[src/rtl/sser_pkg.sv]
// Package for the status and event reporting block: widths, bit positions, commands, reset values
package sser_pkg;
    localparam int SSER_W = 8;
    localparam int QUES_W = 16;
    localparam int OPER_W = 16;
    // Status byte bit positions
    localparam int SB_OPER = 7;
    localparam int SB_MSF = 6;
    localparam int SB_STD = 5;
    localparam int SB_MSG = 4;
    localparam int SB_QUES = 3;
    localparam int SB_ERR = 2;
    // Reset values
    localparam logic [7:0] SSER_RST8 = 8'h00;
    localparam logic [15:0] SSER_RST16 = 16'h0000;

    // Register selectors for host access
    typedef enum logic [3:0] {
        SSER_SEL_STB,
        SSER_SEL_SRE,
        SSER_SEL_STD_EVT,
        SSER_SEL_STD_ENA,
        SSER_SEL_QUES_COND,
        SSER_SEL_QUES_EVT,
        SSER_SEL_QUES_ENA,
        SSER_SEL_OPER_COND,
        SSER_SEL_OPER_EVT,
        SSER_SEL_OPER_ENA
    } sser_sel_type;

    // Host request
    typedef struct packed {
        logic rd;
        logic wr;
        logic clr_all;
        sser_sel_type sel;
        logic [15:0] wdata;
    } sser_req_type;

    // Host answer
    typedef struct packed {
        logic valid;
        logic refused;
        logic [15:0] rdata;
    } sser_rsp_type;
endpackage : sser_pkg

[src/rtl/sser_status.sv]
// Status byte, service request enable and three event register sets
`timescale 1ns/10ps

module sser_status (
    // Clock and reset
    input wire logic clock,
    input wire logic rst_n,
    // Host request and answer
    input wire sser_pkg::sser_req_type req,
    output sser_pkg::sser_rsp_type rsp,
    // Instrument events and live conditions
    input wire logic [7:0] std_event,
    input wire logic [15:0] ques_cond,
    input wire logic [15:0] ques_event,
    input wire logic [15:0] oper_cond,
    input wire logic [15:0] oper_event,
    input wire logic message_waiting,
    input wire logic error_pending,
    // Status outputs
    output logic [7:0] status_byte,
    output logic master_summary_flag
);
    import sser_pkg::*;

    logic [7:0] std_evt_reg, std_evt_next;
    logic [7:0] std_ena_reg, std_ena_next;
    logic [15:0] ques_evt_reg, ques_evt_next;
    logic [15:0] ques_ena_reg, ques_ena_next;
    logic [15:0] oper_evt_reg, oper_evt_next;
    logic [15:0] oper_ena_reg, oper_ena_next;
    logic [7:0] sre_reg, sre_next;
    logic [7:0] stb_reg, stb_next;
    logic msf_reg, msf_next;
    sser_rsp_type rsp_reg, rsp_next;
    logic [7:0] stb_live;
    logic std_sum, ques_sum, oper_sum;

    // Summary of one register set
    function automatic logic set_summary(input logic [15:0] evt, input logic [15:0] ena);
        set_summary = |(evt & ena);
    endfunction : set_summary

    // Event latch: set wins over clear so no event is lost
    function automatic logic [15:0] latch_evt(input logic [15:0] cur, input logic [15:0] ev, input logic clr);
        latch_evt = (clr ? 16'h0000 : cur) | ev;
    endfunction : latch_evt

    // Only the enable registers take host writes
    function automatic logic is_enable_sel(input sser_sel_type sel);
        is_enable_sel = sel == SSER_SEL_SRE || sel == SSER_SEL_STD_ENA
            || sel == SSER_SEL_QUES_ENA || sel == SSER_SEL_OPER_ENA;
    endfunction : is_enable_sel

    logic rd_std, rd_ques, rd_oper;
    logic wr_ok;

    always_comb begin
        rd_std = req.rd && req.sel == SSER_SEL_STD_EVT;
        rd_ques = req.rd && req.sel == SSER_SEL_QUES_EVT;
        rd_oper = req.rd && req.sel == SSER_SEL_OPER_EVT;
        wr_ok = is_enable_sel(req.sel);
    end

    // Event registers: cleared by their read or the clear-status command
    always_comb begin
        std_evt_next = 8'(latch_evt({8'h00, std_evt_reg}, {8'h00, std_event}, rd_std || req.clr_all));
        ques_evt_next = latch_evt(ques_evt_reg, ques_event, rd_ques || req.clr_all);
        oper_evt_next = latch_evt(oper_evt_reg, oper_event, rd_oper || req.clr_all);
    end

    // Enable registers, written with the weighted value sent by the host
    always_comb begin
        std_ena_next = std_ena_reg;
        ques_ena_next = ques_ena_reg;
        oper_ena_next = oper_ena_reg;
        sre_next = sre_reg;
        if (req.wr) begin
            unique case (req.sel)
                SSER_SEL_SRE: sre_next = req.wdata[7:0];
                SSER_SEL_STD_ENA: std_ena_next = req.wdata[7:0];
                SSER_SEL_QUES_ENA: ques_ena_next = req.wdata;
                SSER_SEL_OPER_ENA: oper_ena_next = req.wdata;
                default: ;
            endcase
        end
    end

    // Summaries follow the registered events; the status byte is registered and shows them one cycle later
    always_comb begin
        std_sum = set_summary({8'h00, std_evt_reg}, {8'h00, std_ena_reg});
        ques_sum = set_summary(ques_evt_reg, ques_ena_reg);
        oper_sum = set_summary(oper_evt_reg, oper_ena_reg);
        stb_live = 8'h00;
        stb_live[SB_OPER] = oper_sum;
        stb_live[SB_STD] = std_sum;
        stb_live[SB_MSG] = message_waiting;
        stb_live[SB_QUES] = ques_sum;
        stb_live[SB_ERR] = error_pending;
        msf_next = |(stb_live & sre_reg);
        stb_next = stb_live;
        stb_next[SB_MSF] = msf_next;
    end

    // Host answer, one cycle after the request
    always_comb begin
        rsp_next = '0;
        rsp_next.valid = req.rd || req.wr;
        rsp_next.refused = req.wr && !wr_ok;
        if (req.rd) begin
            unique case (req.sel)
                SSER_SEL_STB: rsp_next.rdata = {8'h00, stb_next};
                SSER_SEL_SRE: rsp_next.rdata = {8'h00, sre_reg};
                SSER_SEL_STD_EVT: rsp_next.rdata = {8'h00, std_evt_reg};
                SSER_SEL_STD_ENA: rsp_next.rdata = {8'h00, std_ena_reg};
                SSER_SEL_QUES_COND: rsp_next.rdata = ques_cond;
                SSER_SEL_QUES_EVT: rsp_next.rdata = ques_evt_reg;
                SSER_SEL_QUES_ENA: rsp_next.rdata = ques_ena_reg;
                SSER_SEL_OPER_COND: rsp_next.rdata = oper_cond;
                SSER_SEL_OPER_EVT: rsp_next.rdata = oper_evt_reg;
                SSER_SEL_OPER_ENA: rsp_next.rdata = oper_ena_reg;
                default: rsp_next.rdata = 16'h0000;
            endcase
        end
    end

    // Event registers
    always_ff @(posedge clock) begin
        if (!rst_n) begin
            std_evt_reg <= SSER_RST8;
            ques_evt_reg <= SSER_RST16;
            oper_evt_reg <= SSER_RST16;
        end else begin
            std_evt_reg <= std_evt_next;
            ques_evt_reg <= ques_evt_next;
            oper_evt_reg <= oper_evt_next;
        end
    end

    // Enable registers and service request enable
    always_ff @(posedge clock) begin
        if (!rst_n) begin
            std_ena_reg <= SSER_RST8;
            ques_ena_reg <= SSER_RST16;
            oper_ena_reg <= SSER_RST16;
            sre_reg <= SSER_RST8;
        end else begin
            std_ena_reg <= std_ena_next;
            ques_ena_reg <= ques_ena_next;
            oper_ena_reg <= oper_ena_next;
            sre_reg <= sre_next;
        end
    end

    // Status byte and master flag
    always_ff @(posedge clock) begin
        if (!rst_n) begin
            stb_reg <= SSER_RST8;
            msf_reg <= 1'h0;
        end else begin
            stb_reg <= stb_next;
            msf_reg <= msf_next;
        end
    end

    // Host answer
    always_ff @(posedge clock) begin
        if (!rst_n) begin
            rsp_reg <= '0;
        end else begin
            rsp_reg <= rsp_next;
        end
    end

    assign rsp = rsp_reg;
    assign status_byte = stb_reg;
    assign master_summary_flag = msf_reg;

    // Checks: event latching and clearing
    a_event_holds: assert property (@(posedge clock) disable iff (!rst_n)
        $past(rst_n) && !$past(rd_std) && !$past(req.clr_all)
        |-> (std_evt_reg & $past(std_event)) == $past(std_event))
        else $error("standard event bit not latched");
    a_clear_status: assert property (@(posedge clock) disable iff (!rst_n)
        req.clr_all && std_event == 8'h00 && ques_event == 16'h0000 && oper_event == 16'h0000
        |=> std_evt_reg == 8'h00 && ques_evt_reg == 16'h0000 && oper_evt_reg == 16'h0000)
        else $error("clear-status left event bits set");
    a_event_sticky: assert property (@(posedge clock) disable iff (!rst_n)
        ques_evt_reg[0] && !rd_ques && !req.clr_all
        |=> ques_evt_reg[0])
        else $error("event bit dropped without clear");
    a_read_clears: assert property (@(posedge clock) disable iff (!rst_n)
        rd_ques
        |=> ques_evt_reg == $past(ques_event))
        else $error("questionable event read did not clear");
    a_std_read_clear: assert property (@(posedge clock) disable iff (!rst_n)
        rd_std
        |=> std_evt_reg == $past(std_event))
        else $error("standard event read did not clear");
    a_oper_read_clear: assert property (@(posedge clock) disable iff (!rst_n)
        rd_oper
        |=> oper_evt_reg == $past(oper_event))
        else $error("operation event read did not clear");
    a_stb_no_clear: assert property (@(posedge clock) disable iff (!rst_n)
        req.rd && req.sel == SSER_SEL_STB && !req.clr_all
        |=> (std_evt_reg & $past(std_evt_reg)) == $past(std_evt_reg)
        && (ques_evt_reg & $past(ques_evt_reg)) == $past(ques_evt_reg)
        && (oper_evt_reg & $past(oper_evt_reg)) == $past(oper_evt_reg))
        else $error("status byte read cleared an event bit");
    a_read_only: assert property (@(posedge clock) disable iff (!rst_n)
        req.wr && !req.rd && !req.clr_all && req.sel == SSER_SEL_STD_EVT
        |=> std_evt_reg == ($past(std_evt_reg) | $past(std_event)))
        else $error("event register took a host write");

    // Checks: summaries and status byte
    a_summary_and: assert property (@(posedge clock) disable iff (!rst_n)
        1'h1
        |=> status_byte[SB_QUES] == $past(|(ques_evt_reg & ques_ena_reg)))
        else $error("questionable summary wrong");
    a_std_summary: assert property (@(posedge clock) disable iff (!rst_n)
        1'h1
        |=> status_byte[SB_STD] == $past(|(std_evt_reg & std_ena_reg)))
        else $error("standard summary wrong");
    a_oper_summary: assert property (@(posedge clock) disable iff (!rst_n)
        1'h1
        |=> status_byte[SB_OPER] == $past(|(oper_evt_reg & oper_ena_reg)))
        else $error("operation summary wrong");
    a_live_bits: assert property (@(posedge clock) disable iff (!rst_n)
        1'h1
        |=> status_byte[SB_MSG] == $past(message_waiting) && status_byte[SB_ERR] == $past(error_pending)
        && status_byte[1:0] == 2'h0)
        else $error("status byte live bits wrong");
    a_master_flag: assert property (@(posedge clock) disable iff (!rst_n)
        1'h1
        |=> master_summary_flag == |(status_byte & ~(8'h01 << SB_MSF) & $past(sre_reg)))
        else $error("master summary flag wrong");
    a_msf_in_byte: assert property (@(posedge clock) disable iff (!rst_n)
        status_byte[SB_MSF] == master_summary_flag)
        else $error("master flag not in status byte");

    // Checks: host access and reset
    a_write_refused: assert property (@(posedge clock) disable iff (!rst_n)
        req.wr && req.sel == SSER_SEL_QUES_COND
        |=> rsp.refused && rsp.valid)
        else $error("condition write not refused");
    a_enable_accepted: assert property (@(posedge clock) disable iff (!rst_n)
        req.wr && is_enable_sel(req.sel)
        |=> rsp.valid && !rsp.refused)
        else $error("enable write refused");
    a_no_spurious: assert property (@(posedge clock) disable iff (!rst_n)
        !req.rd && !req.wr
        |=> !rsp.valid && !rsp.refused && rsp.rdata == 16'h0000)
        else $error("answer without a request");
    a_sre_readback: assert property (@(posedge clock) disable iff (!rst_n)
        req.wr && req.sel == SSER_SEL_SRE ##1 !req.wr ##1 req.rd && req.sel == SSER_SEL_SRE && !req.wr
        |=> rsp.rdata == {8'h00, $past(req.wdata[7:0], 3)})
        else $error("service request enable readback wrong");
    a_sre_hold: assert property (@(posedge clock) disable iff (!rst_n)
        !(req.wr && req.sel == SSER_SEL_SRE)
        |=> sre_reg == $past(sre_reg))
        else $error("service request enable changed without write");
    a_enable_write: assert property (@(posedge clock) disable iff (!rst_n)
        req.wr && req.sel == SSER_SEL_QUES_ENA
        |=> ques_ena_reg == $past(req.wdata))
        else $error("questionable enable write lost");
    a_stb_read_data: assert property (@(posedge clock) disable iff (!rst_n)
        req.rd && req.sel == SSER_SEL_STB
        |=> rsp.valid && rsp.rdata == {8'h00, status_byte})
        else $error("status byte read returned wrong value");
    a_cond_live: assert property (@(posedge clock) disable iff (!rst_n)
        req.rd && req.sel == SSER_SEL_OPER_COND
        |=> rsp.rdata == $past(oper_cond))
        else $error("condition read not live");
    a_ques_cond_live: assert property (@(posedge clock) disable iff (!rst_n)
        req.rd && req.sel == SSER_SEL_QUES_COND
        |=> rsp.rdata == $past(ques_cond))
        else $error("questionable condition read not live");
    a_reset_clear: assert property (@(posedge clock)
        !rst_n
        |=> sre_reg == 8'h00 && std_ena_reg == 8'h00 && std_evt_reg == 8'h00 && ques_evt_reg == 16'h0000
        && oper_evt_reg == 16'h0000 && status_byte == 8'h00 && !rsp.valid)
        else $error("reset left state set");

    c_msf_set: cover property (@(posedge clock) disable iff (!rst_n) $rose(master_summary_flag));
    c_evt_read_clear: cover property (@(posedge clock) disable iff (!rst_n) ques_evt_reg != 16'h0000 && rd_ques);
    c_clear_status: cover property (@(posedge clock) disable iff (!rst_n) req.clr_all && std_evt_reg != 8'h00);
    c_refused: cover property (@(posedge clock) disable iff (!rst_n) rsp.refused);
    c_stb_read: cover property (@(posedge clock) disable iff (!rst_n) req.rd && req.sel == SSER_SEL_STB && master_summary_flag);
endmodule : sser_status

[config.mk]
export PLATFORM = sky130hd
export DESIGN_NAME = sser_status
export DESIGN_NICKNAME = d
export VERILOG_FILES = /design/src/rtl/sser_pkg.sv /design/src/rtl/sser_status.sv
export SDC_FILE = /design/constraint.sdc
export NUM_CORES = 1
export LEC_CHECK = 0
export ABC_AREA = 0
export BUFFER_PORTS_ARGS = -buffer_cell sky130_fd_sc_hd__buf_2
export CAP_MARGIN = 30
export CORE_ASPECT_RATIO = 0.7
export CORE_MARGIN = 1
export CORE_UTILIZATION = 50
export CTS_BUF_LIST = sky130_fd_sc_hd__clkbuf_16
export CTS_CLUSTER_DIAMETER = 80
export DETAILED_ROUTE_END_ITERATION = 8
export PLACE_DENSITY = 0.76
export REMOVE_ABC_BUFFERS = 1
export SLEW_MARGIN = 20
export SYNTH_ARGS = -nofsm -noshare
export SYNTH_HDL_FRONTEND = slang
export SYNTH_SLANG_ARGS = --single-unit
export TNS_END_PERCENT = 1
[constraint.sdc]
create_clock -name clock -period 2.3 [get_ports clock]
set_clock_uncertainty 0.1 [all_clocks]
set_input_delay 0.46 -clock clock [delete_from_list [all_inputs] [get_ports clock]]
set_output_delay 0.46 -clock clock [all_outputs]
set_load 0.01 [all_outputs]
==> results.md <==
- Clock tree from TritonCTS: yes
- CP Capture Type: flip-flop
- CP Capture Point: std_evt_reg[7]
- Hold WS: between 200 and 250 ps
- Fin cells: ~770
- Drt wl/cell: slightly above 20 um
- DRC: 0
- Clock root buffer: clkbuf_16
- Post-synth top area cell: dfxtp_1
- Synth top area cells: dfxtp_1 47%, nor2b_1 7.0%, nand2_1 6.6%
- Max IR drop VDD: ~410 uV
- R2R depth: 5
- Worst min path class: in2reg
- WP data arrival: around 2100 ps
- Post-DR vias/cell: ~6.2
- Num rows: 29
- Slew margin rel.: 38.74%
- Crit path launch type: input port
- Lkg Pwr: 2.370 nW
- Reg area: between 2000 and 2500 um2
- Routed WL: between 15000 and 20000 um
- Sequential fraction of the synthesis area: 47.16%
- Overflow after GRT: 0
- First-pass GRT wire length: between 20000 and 25000 um
- Via count: 4754
- Status: finished, final reports clean
- Flop pwr share: ~52%
- Core area: 9144 um2
- FF+latch count, synth: 112
- Detail Route Antenna Nets: 0
- Max stage delay on crit path: about 570 ps
- Vias in the first global route: approximately 4600
- H-Tree Depth: 3
- RSZ-0062 raised after global routing: false
- Clk_lat worst skew: approximately 360 ps
- Combinational share of power: 9.7%
- Placed Cells: 756
- Area share of the largest cell type after synthesis: a little under half
- Post-CTS Resized: 0
- Max reg flops: 18
- Clock tree buffer depth: 2
- Max-Cap Viols: 0
- DRT Pass-1 Iters: 7
- PwrDens: between 600 and 700 nW/um2
- Required time worst endpoint: ~2500 ps
- Initial antenna violation count: 0
- Layout cells sized above 1: approximately 28%
- Sw Pwr: ~0.98 mW
- Hold_buf cts: 0
- Crit path kind: in2reg
- Critical Path Stages: 7
- Fillers: approximately 790
- Hold depth: 3
- DP HPWL: around 12000 um
- Avg Cell Area, Syn: around 9.3 um2
- Setup violators final: 0
- Placer congestion estimate: between 0.9 and 1
- Reg clk slew, reported paths: approximately 70 ps
- Cell Area, Synth: around 4800 um2
- Setup crit start: req[17]
- Fmax: between 500 and 600 MHz
- Power Total: around 4.0 mW
- R2r startpoint: oper_evt_reg[5]
- Number of antenna diodes: 0
- Largest fanout on the critical path: 14
- Clock network power share: roughly 39%
- Max Slew Vio Count: 0
- Largest net degree at the start of global routing: 37
- Switching Share: between 20% and 30%
- TritonCTS Sinks: around 110
- Num CTS Buffers: 9
- Number of I/O pins: about 130
- Nets: between 700 and 800
- Die Span X: 118.6 um
- Top Family by Delay on Critical Path: compound AO/OA/AOI/OAI gates
- Mapped Cells: 510
- Critical-path top delay cell: a21oi_1
- CP Cell Sequence: buf_2 > nor2b_1 > buf_4 > and2_0 > a21oi_1 > a21oi_1 > nor2b_1
- Area grow syn2layout: 23.82%
- Die area: 9909 um2
- Starting Density: just over 50%
- Library cells used by synthesis: between 40 and 50
- PortBufs: ~120
- GRT Util Overall: 32.39%
- Bufs and invs on worst path: 2
- Measured slew at the worst slew-check pin: about 900 ps
- R2r setup slk: approximately 400 ps
- Final min period: about 1900 ps
- Initial drt markers: ~700
- Crit share post-route: a little over four fifths
- Pint: around 3 mW
- Ys Warns: 0
- Postcts setup bufs: 0
- Chip Height: 83.59 um
- Worst r2r dst: rsp[6]
- Area occupied by multi-input gates: ~2300 um2
- Fin. Hold Viols: 0
## worst reg2reg max path: cells and delay by family (launching register included)
kind | cells | cell delay (ps)
flip-flops | 1 | 360
AND/OR/NAND/NOR | 1 | 350
AO/OA/AOI/OAI | 4 | 970
## how the worst min path moves through the flow
stage / from / end
2_1_floorplan: ques_ena_reg[10] / ques_ena_reg[10]
3_3_place_gp: ques_ena_reg[8] / ques_ena_reg[8]
3_5_place_dp: ques_ena_reg[8] / ques_ena_reg[8]
4_1_cts: std_event[6] / std_evt_reg[6]
5_1_grt: oper_event[4] / oper_evt_reg[4]
6_report: oper_event[5] / oper_evt_reg[5]
## cells in the final DEF (no fill, tap or decap), types with 2 or more instances in the layout
cell type	count
mux2_2	3
a221oi_1	17
clkinv_2	2
a21oi_1	51
nor3b_1	2
a22oi_1	7
a31oi_1	5
nor4b_2	2
a22o_1	18
nand2b_1	2
dfxtp_1	112
a41oi_1	2
and4_1	2
nand2_1	84
and3_1	2
o21ai_0	2
mux2i_1	8
nor2b_1	53
conb_1	2
nand4_1	2
nor3b_4	2
and2_1	5
buf_4	36
buf_2	123
a21boi_0	27
a32o_1	2
a21boi_1	13
a222oi_1	23
nand3_1	11
clkbuf_16	9
inv_1	3
## cell type report
| cell class | instances | share of cell area (%) |
|---|---|---|
| clock inverters | 6 | 1.041 |
| clock buffers | 9 | 3.826 |
| flip-flops and latches | 112 | 38.09 |
| well taps | 124 | 2.635 |
| multi-input cells | 358 | 39.17 |
| repair buffers | 159 | 15.05 |
| inverters | 3 | 0.1913 |
## metrics by stage
step | worst slack (ps) | util, % | setup TNS (ps) | area, um2
final | 373.3 | 64.38 | 0 | 5887
after floorplan | 18.35 | - | 0 | 4559
after CTS | 367.9 | 64.38 | 0 | 5887
after global placement | 147.7 | 61.25 | 0 | 5600
after global routing | 180.2 | 64.38 | 0 | 5887
after detailed placement | -4.978 | 61.25 | -4.978 | 5600
## kinds of logic (layout without fill, tap and decap cells)
family / Yosys count / count (layout) / share of synthesized area, %
simple gates: 172 / 172 / 19.13
flops: 112 / 112 / 47.16
buf+inv: 41 / 177 / 4.421
other cells: 1 / 2 / 0.07887
mux: 11 / 11 / 2.395
compound gates: 173 / 173 / 26.82
## power groups by stage
| stage | Clock [mW] | Sequential [mW] | Combinational, mW |
|---|---|---|---|
| after global placement | 0 | 2.11 | 0.369 |
| after floorplan | 0 | 2.09 | 0.151 |
| final | 1.55 | 2.07 | 0.387 |
| after CTS | 1.55 | 2.06 | 0.381 |
| after detailed placement | 0 | 2.11 | 0.380 |
| after global routing | 1.65 | 2.07 | 0.419 |
## per-layer routing
layer  vias to the layer above  wire length [um]  track usage (%)
li1                       2140                 -                -
met1                      2252              6668            44.12
met2                       323              6672            48.27
met3                        39              1920            11.13
met4                         0               341            9.666
met5                         -                 0                0
## Yosys cell counts, drive strengths merged
master	instances
clkbuf	16
and4bb	1
nor4b	2
o21a	1
a31oi	5
and3	2
dfxtp	112
nor2	1
o22ai	1
buf	22
a21oi	52
o31a	1
a311oi	1
nand2	84
mux2i	8
a222oi	23
nor3b	4
a41oi	2
o21ai	2
nor2b	53
and4	2
a22oi	7
a32o	2
a22o	18
nand4	2
nor4	1
and2	6
inv	2
a221oi	17
clkinv	1
a21boi	40
nor3	1
mux2	3
nand2b	2
o221a	1
nand3	11
conb	1
No activity file was read; power rests on OpenSTA's default activity.
